==> src/pitc_cfg.svh <==
// Constants for the interval timer counter channel
`ifndef PITC_CFG_SVH
`define PITC_CFG_SVH
`define PITC_CNT_W 16
`define PITC_DIGITS 4
`define PITC_RST_COUNT 16'h0000
`define PITC_ONE 16'h0001
`define PITC_BIN_MAX 16'hFFFF
`define PITC_BCD_MAX 16'h9999
`define PITC_DIG_ZERO 4'h0
`define PITC_DIG_ONE 4'h1
`define PITC_BIN_DIG_MAX 4'hF
`define PITC_BCD_DIG_MAX 4'h9
`endif

==> src/pitc_pkg.sv <==
// Types shared by the counter channel files
`default_nettype none
package pitc_pkg;
    // Counting modes as programmed by the control word
    typedef enum logic [2:0]
    {
        PITC_MODE0 = 3'h0,
        PITC_MODE1 = 3'h1,
        PITC_MODE2 = 3'h2,
        PITC_MODE3 = 3'h3,
        PITC_MODE4 = 3'h4,
        PITC_MODE5 = 3'h5
    } pitc_mode_t;
endpackage
`default_nettype wire

==> src/pitc_dec.sv <==
// Binary or packed BCD decrement by one of the count value
`include "pitc_cfg.svh"
`default_nettype none
module pitc_dec
    import pitc_pkg::*;
#(
    parameter int DIGITS = `PITC_DIGITS
)
(
    input wire logic [4*DIGITS-1:0] value_i, // Present count
    input wire logic bcd_i, // High for decimal counting
    output logic [4*DIGITS-1:0] dec_o // Count minus one
);
    // Borrow chain between nibbles, first nibble always borrows
    wire logic [DIGITS:0] borrow;
    assign borrow[0] = 1'b1;

    genvar g;
    generate
        for (g = 0; g < DIGITS; g++)
        begin : g_dig
            // Nibble under work
            wire logic [3:0] dig = value_i[4*g+3:4*g];
            wire logic dig_zero = (dig == `PITC_DIG_ZERO);
            // wrap to top value
            // Wrap value of a nibble, 9 in BCD keeps digits in range
            wire logic [3:0] dig_max = bcd_i ? `PITC_BCD_DIG_MAX : `PITC_BIN_DIG_MAX;
            assign dec_o[4*g+3:4*g] = !borrow[g] ? dig :
                                      (dig_zero ? dig_max : dig - `PITC_DIG_ONE);
            assign borrow[g+1] = borrow[g] & dig_zero;
        end
    endgenerate
endmodule
`default_nettype wire

==> src/pitc_core.sv <==
// Counter channel core: programming, gate sampling, load and count
`include "pitc_cfg.svh"
`default_nettype none
module pitc_core
    import pitc_pkg::*;
#(
    parameter int CNT_W = `PITC_CNT_W
)
(
    input wire logic clk_i, // System clock, 100 MHz
    input wire logic resetn_i, // Synchronous reset, active low
    input wire logic ctrl_wr_i, // Control word write pulse
    input wire logic [2:0] ctrl_mode_i, // Mode field of control word
    input wire logic ctrl_bcd_i, // Decimal counting select
    input wire logic count_wr_i, // Initial count write pulse
    input wire logic [CNT_W-1:0] count_i, // Initial count value
    input wire logic cnt_clk_i, // Counter clock pin level
    input wire logic gate_i, // Gate pin level
    output logic out_o, // Counter output pin
    output logic [CNT_W-1:0] count_o, // Counting element value
    output logic running_o // Counting element holds a count
);
    // Programmed mode and number base
    pitc_mode_t mode;
    logic bcd;
    // Initial count register and its valid flag
    logic [CNT_W-1:0] init;
    logic have_init;
    // Count written, waiting for the next clock to load
    logic load_pend;
    // Previous pin levels for edge detection
    logic cnt_clk_q;
    logic gate_q;
    // Gate level taken at counter clock rise
    logic gate_lvl;
    // Edge capture flip-flop and its sampled copy
    logic trig_ff;
    logic trig_smp;

    // Counter clock edges seen on the system clock
    wire logic clk_rise = cnt_clk_i & ~cnt_clk_q;
    wire logic clk_fall = ~cnt_clk_i & cnt_clk_q;
    // Rising edge of the gate pin
    wire logic gate_edge = gate_i & ~gate_q;

    // Mode classes
    // periodic modes use both
    wire logic lvl_mode = (mode == PITC_MODE0) || (mode == PITC_MODE2) ||
                          (mode == PITC_MODE3) || (mode == PITC_MODE4);
    wire logic edge_mode = (mode == PITC_MODE1) || (mode == PITC_MODE2) ||
                           (mode == PITC_MODE3) || (mode == PITC_MODE5);
    wire logic per_mode = (mode == PITC_MODE2) || (mode == PITC_MODE3);
    // Modes that load on a count write; modes 2 and 3 also load on a trigger
    wire logic soft_mode = lvl_mode;
    // Level enable; edge-only modes are always enabled
    // gate level enable
    wire logic enable = ~lvl_mode | gate_lvl;

    // Decrement unit output
    logic [CNT_W-1:0] dec_val;
    // Load from initial count on this fall
    wire logic do_load = clk_fall & have_init & (load_pend | (trig_smp & edge_mode));
    // Periodic expiry, count one reached in modes 2 and 3
    // periodic reload point
    wire logic expire = per_mode & (count_o == `PITC_ONE);
    // Decrement on this fall
    wire logic do_count = clk_fall & running_o & enable & ~do_load;
    // Next count value
    wire logic [CNT_W-1:0] next_count = (do_load | expire) ? init : dec_val;
    // Reaching zero in mode 0 raises the output
    wire logic reach_zero = do_count & ~expire & (count_o == `PITC_ONE);
    // Output level forced by a control word
    wire logic init_level = (pitc_mode_t'(ctrl_mode_i) != PITC_MODE0);
    // New count write arms a load in modes 0, 2, 3 and 4 unless a periodic sequence is running
    wire logic next_load_pend = soft_mode & ~(per_mode & running_o);

    // Decrement unit, binary or BCD
    pitc_dec #(
        .DIGITS(CNT_W / 4)
    ) u_dec (
        .value_i(count_o),
        .bcd_i(bcd),
        .dec_o(dec_val)
    );

    // Pin history for edge detection
    always_ff @(posedge clk_i)
    begin
        if (!resetn_i)
        begin
            cnt_clk_q <= 1'b0;
            gate_q <= 1'b0;
        end
        else
        begin
            cnt_clk_q <= cnt_clk_i;
            gate_q <= gate_i;
        end
    end

    // Mode, base and initial count registers
    always_ff @(posedge clk_i)
    begin
        if (!resetn_i)
        begin
            mode <= PITC_MODE0;
            bcd <= 1'b0;
            init <= `PITC_RST_COUNT;
            have_init <= 1'b0;
        end
        else if (ctrl_wr_i)
        begin
            mode <= pitc_mode_t'(ctrl_mode_i);
            bcd <= ctrl_bcd_i;
            have_init <= 1'b0;
        end
        else if (count_wr_i)
        begin
            // Zero is kept as is and counts as the largest value
            // zero is largest
            init <= count_i;
            have_init <= 1'b1;
        end
    end

    // gate level only at clock rise
    always_ff @(posedge clk_i)
    begin
        if (!resetn_i)
            gate_lvl <= 1'b0;
        else if (clk_rise)
            gate_lvl <= gate_i;
    end

    // Edge capture flip-flop; a new edge wins over the clear at counter clock rise
    always_ff @(posedge clk_i)
    begin
        if (!resetn_i || ctrl_wr_i)
        begin
            trig_ff <= 1'b0;
            trig_smp <= 1'b0;
        end
        else
        begin
            if (gate_edge & edge_mode)
                trig_ff <= 1'b1;
            else if (clk_rise)
                trig_ff <= 1'b0;
            if (clk_rise)
                trig_smp <= trig_ff;
            else if (do_load)
                trig_smp <= 1'b0;
        end
    end

    // Load request after a count write
    always_ff @(posedge clk_i)
    begin
        if (!resetn_i || ctrl_wr_i)
            load_pend <= 1'b0;
        else if (count_wr_i)
            load_pend <= next_load_pend;
        else if (do_load)
            load_pend <= 1'b0;
    end

    // Counting element, changes only on counter clock fall
    always_ff @(posedge clk_i)
    begin
        if (!resetn_i)
        begin
            count_o <= `PITC_RST_COUNT;
            running_o <= 1'b0;
        end
        else if (ctrl_wr_i)
            running_o <= 1'b0;
        else if (do_load | do_count)
        begin
            count_o <= next_count;
            running_o <= 1'b1;
        end
    end

    // Output pin level
    always_ff @(posedge clk_i)
    begin
        if (!resetn_i)
            out_o <= 1'b0;
        else if (ctrl_wr_i)
            out_o <= init_level;
        else if (mode == PITC_MODE0 && do_load)
            out_o <= 1'b0;
        else if (mode == PITC_MODE0 && reach_zero)
            out_o <= 1'b1;
    end
endmodule
`default_nettype wire

==> config.mk <==
export PLATFORM = sky130hd
export DESIGN_NAME = pitc_core
export DESIGN_NICKNAME = d
export VERILOG_FILES = /design/src/pitc_pkg.sv /design/src/pitc_dec.sv /design/src/pitc_core.sv
export VERILOG_INCLUDE_DIRS = /design/src
export SDC_FILE = /design/constraint.sdc
export NUM_CORES = 1
export LEC_CHECK = 0
export ABC_CLOCK_PERIOD_IN_PS = 6200
export BUFFER_PORTS_ARGS = -buffer_cell sky130_fd_sc_hd__buf_2
export CAP_MARGIN = 20
export CORE_AREA = 2 2 81 83
export DETAILED_ROUTE_END_ITERATION = 12
export DIE_AREA = 0 0 83 85
export SLEW_MARGIN = 20
export SYNTH_ARGS = -nofsm -noshare
export SYNTH_HDL_FRONTEND = slang
export SYNTH_SLANG_ARGS = --single-unit
==> constraint.sdc <==
create_clock -name clk_i -period 6.2 [get_ports clk_i]
set_input_delay 0 -clock clk_i [delete_from_list [all_inputs] [get_ports clk_i]]
set_output_delay 0 -clock clk_i [all_outputs]
set_load 0.02 [all_outputs]
After elaboration in Yosys (flattened, before gate mapping)
Index checks and enable logic that the tools add are counted.

storage, ports and cells
  memories = 0
  memory bits (read-only) = 0
  memory bits (writable) = 0
  output and inout bits = 18
  bits in latches = 0
  bits in registers = 45

operators by class
  $add $sub $neg = 4
  equal/unequal tests = 6
  shift-type cells = 0
  multiplexer cells = 17
  divide/modulo/power cells = 0
  reduce and logical (&&, ||, !) cells = 30
  $lt $le $gt $ge = 0
  multiply operators = 0
  bitwise logic cells = 30

operators by type and width
  cell                                                                 number
  4-bit 2-to-1 mux                                                     7
  1-bit bitwise AND                                                    17
  16-bit by 1-bit == test with 1-bit output (second input constant)    1
  4-bit zero test                                                      4
  16-bit 2-to-1 mux                                                    1
  4-bit by 1-bit subtractor with 4-bit output (second input constant)  4
  2-bit nonzero test                                                   6
  1-bit inverter                                                       9
  3-bit AND reduction                                                  3
  1-bit logical OR                                                     8
  1-bit 2-to-1 mux                                                     8
  3-bit by 2-bit == test with 1-bit output (second input constant)     2
  3-bit == test (second input constant)                                2
  3-bit nonzero test                                                   2
  1-bit OR                                                             4
  2-bit AND reduction                                                  2
  3-bit by 1-bit == test with 1-bit output (second input constant)     1
  3-bit zero test                                                      1
  3-bit 2-to-1 mux                                                     1
  1-bit logical AND                                                    2
  2-bit OR reduction                                                   1
  1-bit zero test                                                      1

Longest topological paths before layout
Gate-level depths: netlist (run 1).

  word-level depth = 15
  mapped depth = 8
  depth with buffers taken out = 7

By module
A second synthesis (run 1) with hierarchy kept.

unflattened totals
  cells, all modules = 279
  area, all modules = 2,428.6 um2

modules (own cells, without submodules)
  module     area each (um2)  times used  cells each
  pitc_core  1,949.4          1           210
  pitc_dec   479.2            1           69

Worst setup path before layout (run 1)
Ideal clock, no wire load.

  kind = reg-to-reg
  from = reg count_o[12]
  to = reg count_o[10]
  data required time = 6.081 ns
  path buffers = 0
  cell stages (with the launch flop) = 8
  arrival time = 2.097 ns
  slack = 3.984 ns
  library setup time = 0.119 ns
  clock period less this slack = 2.216 ns
  cells stage by stage = dfxtp_1 inv_1 ha_1 nor3b_2 and4_4 a21oi_4 mux2_4 o221a_1

between the ends
  cells in the longest elaborated chain, start to end = 5
  elaborated cells on any way between the ends = 6
  those cells by class = 1 x eq/ne; 1 x mux; 2 x bitwise; 2 x reduce/logical

ends and longest elaborated chain
  what                                                          line              source
  from (decl)                                                   pitc_core.sv:20   output logic [CNT_W-1:0] count_o,
  from (signal assigned)                                        pitc_core.sv:172  count_o <= `PITC_RST_COUNT;
  from (signal assigned)                                        pitc_core.sv:179  count_o <= next_count;
  16-bit by 1-bit == test with 1-bit output (no source line) *  -
  1-bit bitwise AND *                                           pitc_core.sv:65   wire logic expire = per_mode & (count_o == `PITC_ONE);
  1-bit OR *                                                    pitc_core.sv:69   wire logic [CNT_W-1:0] next_count = (do_load | expire) ? init : dec_val;
  2-bit nonzero test (no source line)                           -
  3-bit AND reduction (no source line)                          -

Every way passes the cells marked *; elsewhere a longest branch is shown, timed or not.
A chain may end at the register's enable or synchronous reset.

Worst setup path after layout (run 1)
  from = reg count_o[12]
  to = reg count_o[8]

Same word-level chain as after synthesis.

==> results of run 1 <==
-- synth_stat cells, drive strengths merged, types with 3 or more instances --
cell type / number / area [sq um]
a211oi: 3 / 27.5
a21oi: 44 / 262
a311oi: 5 / 61.3
and2: 3 / 18.8
buf: 3 / 37.5
clkbuf: 9 / 33.8
dfxtp: 45 / 901
ha: 7 / 87.6
inv: 13 / 48.8
mux2i: 16 / 160
nand2: 41 / 156
nand2b: 7 / 53.8
nor2: 18 / 67.6
nor2b: 5 / 31.3
nor3: 4 / 20.0
nor3b: 5 / 75.1
o2111ai: 3 / 26.3
o211ai: 3 / 27.5
o21ai: 9 / 48.8
o221a: 3 / 33.8
o31ai: 4 / 30.0
-- layout make-up --
type | instances | area (sq um)
fillers | 624 | 3200
clock buffers | 7 | 76.3
inverters | 13 | 48.8
clock inverters | 1 | 7.51
multi-input cells | 205 | 1410
repair buffers | 68 | 468
well taps | 77 | 96.3
flip-flops and latches | 45 | 901
-- critical path, stage by stage, from the launching register on --
cell and delay [ns]:
dfxtp_1 0.40, inv_1 0.11, ha_1 0.22, nor3b_2 0.20, and4_4 0.21, a21oi_4 0.61, mux2_4 0.35, o221a_1 0.21
-- power by group --
group          internal [mW]  switching, mW  leakage, nW  total (mW)
combinational         0.0296         0.0285        0.852      0.0581
clock                 0.0799         0.0962       0.0385       0.176
sequential             0.298        0.00738        0.367       0.305
-- cells by family after synthesis --
group / count (synthesis) / share of synthesized area
multiplexers: 18 / 0.0782
AO/OA/AOI/OAI: 87 / 0.262
XOR/XNOR: 2 / 0.00721
buffers and inverters: 25 / 0.0494
adder cells (fa/ha/maj): 7 / 0.0360
AND/OR/NAND/NOR: 91 / 0.197
flip-flops: 45 / 0.371
-- per-layer routing --
layer	track usage	routed length, um	vias to the layer above
met5	0	0	-
met4	0.0387	36	0
met3	0.0360	184	4
met2	0.290	2910	37
met1	0.226	2890	1037
li1	-	-	1112
-- per-stage QoR --
step	hold WS, ns	worst slack (ns)
after floorplan	0.116	3.98
after global placement	0.231	3.84
after detailed placement	0.234	3.78
after CTS	0.0686	3.76
after global routing	0.0722	3.63
final	0.0858	3.78
-- path summary, 6_finish.rpt --
check / start / end / slack, ns / cells after the start
hold reg to reg: init[9] / init[9] / 0.46 / 2
hold / removal: resetn_i / count_o[1] / 0.09 / 3
setup / recovery: count_o[12] / count_o[8] / 3.78 / 7
setup reg to reg: count_o[12] / count_o[8] / 3.78 / 7
==> results.yml, run 1 <==
run_status:
  outcome: "complete, no violations"
clock_network:
  clock_sink_count: 45
  cts_tree: "yes"
  post-cts-setup-buffers: 0
  clk_path_buf_depth: 2
  root_buffer: "clkbuf_8"
  clk_pin_slew_ns: 0.08
  cts_resized: 0
  hold_buffers: 23
  cts_buffers: 5
  clock_latency_ns: 0.29
  h-tree-depth: 2
placed_design:
  hpwl_um: 4180
  port_buffers: 43
  dp_cells: 384
  place_area_sq_um: 2680
  gp_congestion: 0.793
layout:
  final_cells: 416
  reg.largest.list: "count_o x16, init x16, mode x3"
  fin_util: 0.485
  diodes: 0
  drive_gt1_frac: 0.218
  final_common_cell: "dfxtp_1"
  final_cell_mix: "dfxtp_1, buf_2, nand2_1"
  final_area_sq_um: 3010
  area_delta_synth_final_pct: 23.7
  nNetsFinal: 371
global_route:
  grt_use_total: 0.171
  grt_max_degree: 32
  first_global_vias: 2071
  antenna_found_initial: 0
  grt.overflow.total: 0
  grt_pass1_wl_um: 9900
synthesis:
  syn_avg_cell_area_sq_um: 8.84
  syn_area_sq_um: 2430
  async_flop_share: 0
  netlist_instances: 275
  ys_warn_count: 0
  ys.flop_type: "dfxtp_1"
  synth_enable_flop_cells: 0
  syn_nets: 308
  synth_seq_cells: 45
  synth_seq_area_share: 0.371
  ys_types: 50
detailed_routing:
  ant_nets: 0
  wire_per_inst_um: 14.5
  vias: 2190
  drt_iter0_markers: 85
  drc_errors: 0
  vias_per_cell: 5.26
  dr.pass1.iters: 4
  routed_wl_um: 6020
floorplanning:
  die_w_um: 83
  initial_core_util: 0.392
  rows: 29
  core_area_sq_um: 6200
  chipHeight_um: 85
  io_pins: 44
  die_area_sq_um: 7060
power:
  power_leakage_nw: 1.26
  peakVddDrop_uv: 148
  power.total_mw: 0.539
  power_density_nw_per_um2: 179
setup_path:
  cp-start-kind: "flop"
  required_ns: 6.38
  critPathArrivalTime_ns: 2.60
  criticalPathCategory: "reg2reg"
  worst_setup_path_end_kind: "flop"
  crit_fanout: 19
sta:
  hold_viol: 0
  clock.fmax_mhz: 413
  rsz0062_at_grt: "false"
  fin_crit_ns: 2.42
  max-slew-margin-rel: 0.498
  slew_violations: 0
  tightest_slew_ns: 0.752
  timing.final.crit_share: 0.390
  fin_tns_setup_ns: 0
  skew_ns: 0.00568
  setup_violations: 0
hold_path:
  hp-class: "in2reg"
run:
  cap_viol_max_count: 0
No activity file was read; power rests on OpenSTA's default activity.
==> run 2, diff against run 1 <==
--- a/config.mk
+++ b/config.mk
@@ -6,7 +6,7 @@
 export SDC_FILE = /design/constraint.sdc
 export NUM_CORES = 1
 export LEC_CHECK = 0
-export ABC_CLOCK_PERIOD_IN_PS = 6200
+export ABC_CLOCK_PERIOD_IN_PS = 2220
 export BUFFER_PORTS_ARGS = -buffer_cell sky130_fd_sc_hd__buf_2
 export CAP_MARGIN = 20
 export CORE_AREA = 2 2 81 83
==> constraint.sdc (replaced) <==
create_clock -name clk_i -period 2.22 [get_ports clk_i]
set_input_delay 0 -clock clk_i [delete_from_list [all_inputs] [get_ports clk_i]]
set_output_delay 0 -clock clk_i [all_outputs]
set_load 0.02 [all_outputs]
==> results.yml, run 2 (synthesis gave the netlist of run 1 again) <==
run_status:
  outcome: "complete, no violations"
hold_path:
  hp-class: "in2reg"
layout:
  drive_gt1_frac: 0.263
  nNetsFinal: 391
  fillers: 618
  final_cell_mix: "dfxtp_1, buf_2, nand2_1"
  diodes: 0
  final_cells: 434
  final_area_sq_um: 3150
  area_delta_synth_final_pct: 29.7
  reg.largest.list: "count_o x16, init x16, mode x3"
  regArea_sq_um: 901
  final_common_cell: "dfxtp_1"
  multi_input_area_sq_um: 1410
sta:
  whs_ns: 0.0731
  fin_crit_ns: 2.11
  timing.final.crit_share: 0.949
  hold_viol: 0
  fin_tns_setup_ns: 0
  tightest_slew_ns: 0.658
  clock.fmax_mhz: 475
  skew_ns: 0.00577
  rsz0062_at_grt: "false"
  slew_violations: 0
  max-slew-margin-rel: 0.561
  setup_violations: 0
power:
  peakVddDrop_uv: 255
  p_int_mw: 1.12
  comb_power_share: 0.111
  p_switching_mw: 0.365
  power_leakage_nw: 1.35
  power_density_nw_per_um2: 472
  clockPowerShare: 0.318
  p_seq_frac: 0.571
  swShare: 0.245
floorplanning:
  die_area_sq_um: 7060
  die_w_um: 83
  rows: 29
  initial_core_util: 0.392
  core_area_sq_um: 6200
  io_pins: 44
  chipHeight_um: 85
detailed_routing:
  ant_nets: 0
  drc_errors: 0
  vias: 2206
  dr.pass1.iters: 4
  wire_per_inst_um: 14.1
  drt_iter0_markers: 79
  vias_per_cell: 5.08
  routed_wl_um: 6100
placed_design:
  hpwl_um: 4380
  dp_cells: 398
  place_area_sq_um: 2780
  port_buffers: 43
  gp_congestion: 0.801
global_route:
  antenna_found_initial: 0
  grt_util_met2: 0.293
  grt_pass1_wl_um: 10200
  first_global_vias: 2143
  grt_use_total: 0.177
  grt.overflow.total: 0
  gr-usage-met3: 0.0399
  gr-usage-met1: 0.233
  grt_max_degree: 17
  grt_most_used_layer: "met2"
setup_path:
  worst_path_max_delay_cell: "dfxtp_1"
  path_cells: "inv_1, ha_1, nor3b_4, and4_4, a21oi_4, buf_12, mux2_4, o221a_1"
  worst_setup_path_end_kind: "flop"
  cp-start-kind: "flop"
  crit_buf_inv: 2
  cpPeakStageDelay_ns: 0.35
  path_delay_family: "simple AND/OR/NAND/NOR gates"
  crit_fanout: 6
  critPathArrivalTime_ns: 2.29
  criticalPathCategory: "reg2reg"
  required_ns: 2.41
clock_network:
  cts_tree: "yes"
  root_buffer: "clkbuf_8"
  clock_latency_ns: 0.30
  h-tree-depth: 2
  clk_pin_slew_ns: 0.08
  clk_path_buf_depth: 2
  cts_resized: 0
  clock_sink_count: 45
  cts_buffers: 5
run:
  cap_viol_max_count: 0
==> run 2: final timing paths <==
kind                            slack (ns)        from  cells after the start          end
worst max register to register        0.11  count_o[4]                      8  count_o[10]
worst max-delay path                  0.11  count_o[4]                      8  count_o[10]
worst min register to register        0.46     init[5]                      2      init[5]
worst min-delay path                  0.07    resetn_i                      2   count_o[8]
==> run 2: power groups by stage <==
stage	clock (mW)	combinational [mW]	sequential, mW
6_report	0.474	0.165	0.849
5_1_grt	0.524	0.185	0.852
4_1_cts	0.494	0.167	0.849
3_5_place_dp	0	0.135	0.868
3_3_place_gp	0	0.133	0.868
2_1_floorplan	0	0.0833	0.865
==> run 2: final cells by class <==
class                      instances  share of cell area
tap                               77              0.0306
sequential                        45               0.286
clock inverter                     1             0.00159
multi-input combinational        205               0.447
clock buffer                       5              0.0218
inverter                          13              0.0155
timing repair buffer              88               0.198
==> run 2: what timing repair did <==
item,4_1_cts,5_1_grt
setup buffers,0,7
endpoints found under the setup margin,0,5
endpoints found under the hold margin,24,0
hold buffers,23,0
==> run 2: per-stage QoR <==
step	power (mW)	setup WS (ns)	utilization
after CTS	1.51	0.0911	0.498
after floorplan	0.948	0.00426	-
after global routing	1.56	0.0271	0.508
after detailed placement	1.00	0.104	0.449
final	1.49	0.114	0.508
after global placement	1.00	0.187	0.449
==> run 2: worst register-to-register path: stages, from the launching register on <==
cell and delay, ns:
dfxtp_1 0.35, inv_1 0.08, ha_1 0.20, nor3b_4 0.33, and4_4 0.31, a21oi_4 0.08
buf_12 0.15, mux2_4 0.29, o221a_1 0.21
==> run 2: per-layer routing <==
layer	up-vias	wire, um
met5	-	0
met4	0	74
met3	6	222
met2	41	2840
met1	1016	2960
li1	1143	-
==> run 3, diff against run 2 <==
--- a/config.mk
+++ b/config.mk
@@ -6,12 +6,13 @@
 export SDC_FILE = /design/constraint.sdc
 export NUM_CORES = 1
 export LEC_CHECK = 0
+export ABC_AREA = 1
 export ABC_CLOCK_PERIOD_IN_PS = 2220
 export BUFFER_PORTS_ARGS = -buffer_cell sky130_fd_sc_hd__buf_2
 export CAP_MARGIN = 20
-export CORE_AREA = 2 2 81 83
+export CORE_AREA = 2 2 80 82
 export DETAILED_ROUTE_END_ITERATION = 12
-export DIE_AREA = 0 0 83 85
+export DIE_AREA = 0 0 82 84
 export SLEW_MARGIN = 20
 export SYNTH_ARGS = -nofsm -noshare
 export SYNTH_HDL_FRONTEND = slang
==> results.yml, run 3 <==
layout:
  diodes: 0
  area_delta_synth_final_pct: 24.8
  final_common_cell: "nand2_1"
  final_cell_mix: "nand2_1, nor2_1, dfxtp_1"
  reg.largest.list: "count_o x16, init x16, mode x3"
  nNetsFinal: 457
  drive_gt1_frac: 0.169
  fin_util: 0.481
clock_network:
  clock_sink_count: 45
  clock_latency_ns: 0.30
  post-cts-setup-buffers: 0
  clk_pin_slew_ns: 0.09
  h-tree-depth: 2
  cts_buffers: 5
  hold_buffers: 22
  cts_resized: 0
  root_buffer: "clkbuf_8"
  cts_tree: "yes"
  clk_path_buf_depth: 2
sta:
  tightest_slew_ns: 0.984
  fin_tns_setup_ns: 0
  fin_crit_ns: 1.91
  hold_viol: 0
  max-slew-margin-rel: 0.342
  skew_ns: 0.00948
  rsz0062_at_grt: "false"
  clock.fmax_mhz: 524
  timing.final.crit_share: 0.860
  setup_violations: 0
  slew_violations: 0
synthesis:
  netlist_top_cells_area: "dfxtp_1, nand2_1, nor2_1"
  ys.flop_type: "dfxtp_1"
  syn_avg_cell_area_sq_um: 6.54
  synth_seq_area_share: 0.384
  synth_seq_cells: 45
  synth_enable_flop_cells: 0
  ys_warn_count: 0
  yosys.area.top_type_share: 0.384
  syn_nets: 392
  synth.most_common_cell: "nand2_1"
  ys_types: 25
  netlist_instances: 359
  syn_area_sq_um: 2350
  yosys-top-cells-count: "nand2_1, nor2_1, dfxtp_1"
  async_flop_share: 0
  yosysTopAreaCell: "dfxtp_1"
hold_path:
  worstHoldStart: "ctrl_wr_i"
  hp-class: "in2reg"
placed_design:
  gp_congestion: 0.826
  hpwl_um: 4040
  port_buffers: 43
floorplanning:
  core_area_sq_um: 6100
  io_pins: 44
  die_area_sq_um: 6890
  die_w_um: 82
  initial_core_util: 0.385
  rows: 29
  chipHeight_um: 84
detailed_routing:
  vias_per_cell: 4.66
  dr.pass1.iters: 4
  vias: 2341
  wire_per_inst_um: 11.3
  drc_errors: 0
  drt_iter0_markers: 78
  ant_nets: 0
  routed_wl_um: 5680
setup_path:
  crit_fanout: 12
  cp-start-kind: "flop"
  criticalPathCategory: "reg2reg"
  path_cells: "inv_1, ha_1, nand3_1, nor2_1, nand3_2, nand2_2, buf_4, nand2_1, o21ai_0, nor2_1, nor2_1"
  startpoint: "count_o[4]"
  worst_path_max_delay_cell: "dfxtp_1"
  reg2reg_from: "count_o[4]"
  required_ns: 2.46
  cpPeakStageDelay_ns: 0.34
  crit_top_cell: "nor2_1"
  worst_setup_path_end_kind: "flop"
  critPathArrivalTime_ns: 2.15
power:
  power_density_nw_per_um2: 539
  power_leakage_nw: 1.44
  peakVddDrop_uv: 309
run_status:
  outcome: "complete, no violations"
global_route:
  grt_use_total: 0.175
  first_global_vias: 2207
  grt.overflow.total: 0
  antenna_found_initial: 0
  grt_max_degree: 26
  grt_pass1_wl_um: 9670
run:
  cap_viol_max_count: 0
[run 3: changes by cell type after synthesis, moves of 5 or more]
cell      previous run  this run
nand2_2              1         6
nor2_1              18        76
mux2i_1             16         0
inv_2                0         6
nand3_1              2        19
a21oi_1             39        15
nand2b_1             5         0
clkbuf_1             9         3
o21ai_0              8        38
nor2b_1              5         0
inv_1               13        36
nand2_1             40        85
[run 3: cell type report]
type | count | area (sq um)
Fill cell | 663 | 3160
Multi-Input combinational cell | 263 | 1220
Sequential cell | 45 | 901
Timing Repair Buffer | 67 | 450
Inverter | 42 | 158
Clock buffer | 7 | 96.3
Tap cell | 77 | 96.3
Clock inverter | 1 | 5.00
[run 3: final timing paths]
| path | to | slack [ns] | cells past startpoint |
|---|---|---|---|
| hold reg to reg | trig_smp | 0.48 | 2 |
| setup / recovery | count_o[12] | 0.31 | 11 |
| setup reg to reg | count_o[12] | 0.31 | 11 |
| hold / removal | mode[2] | 0.02 | 3 |
[run 3: power by group]
group	internal [mW]	leakage, nW	switching (mW)
combinational	0.0772	1.02	0.0951
clock	0.282	0.0542	0.273
sequential	0.839	0.368	0.0152
[run 3: stage by stage]
step | instance area (sq um) | power (mW) | hold WS [ns] | std cells | setup slack (ns)
finish | 2930 | 1.58 | 0.0229 | 502 | 0.311
global placement | 2610 | 1.01 | 0.211 | 472 | 0.326
detailed placement | 2610 | 1.01 | 0.214 | 472 | 0.297
floorplan | 2350 | 0.963 | 0.0935 | 359 | 0.607
CTS | 2930 | 1.60 | 0.0126 | 502 | 0.275
global route | 2930 | 1.66 | 0.0344 | 502 | 0.0967
[run 3: kinds of logic (layout without fill, tap and decap cells)]
| logic type | Yosys count | in the layout | synth area share |
|---|---|---|---|
| xor+xnor | 2 | 2 | 0.00746 |
| buf+inv | 51 | 117 | 0.0948 |
| simple gates | 199 | 199 | 0.353 |
| compound gates | 55 | 55 | 0.124 |
| fa+ha+maj | 7 | 7 | 0.0373 |
| flops | 45 | 45 | 0.384 |
[run 3: metal layers]
| layer | share of wire | global-route usage | vias to the layer above |
|---|---|---|---|
| met5 | 0 | 0 | - |
| met4 | 0.0065 | 0.0348 | 0 |
| met3 | 0.038 | 0.0357 | 5 |
| met2 | 0.48 | 0.305 | 38 |
| met1 | 0.47 | 0.220 | 1047 |
| li1 | - | - | 1251 |
[run 3: worst max-delay path, delay by kind of cell, from the launching register on]
family	cells	cell delay (ns)
compound gates	1	0.07
buf+inv	2	0.30
fa+ha+maj	1	0.19
flops	1	0.34
simple gates	7	0.94
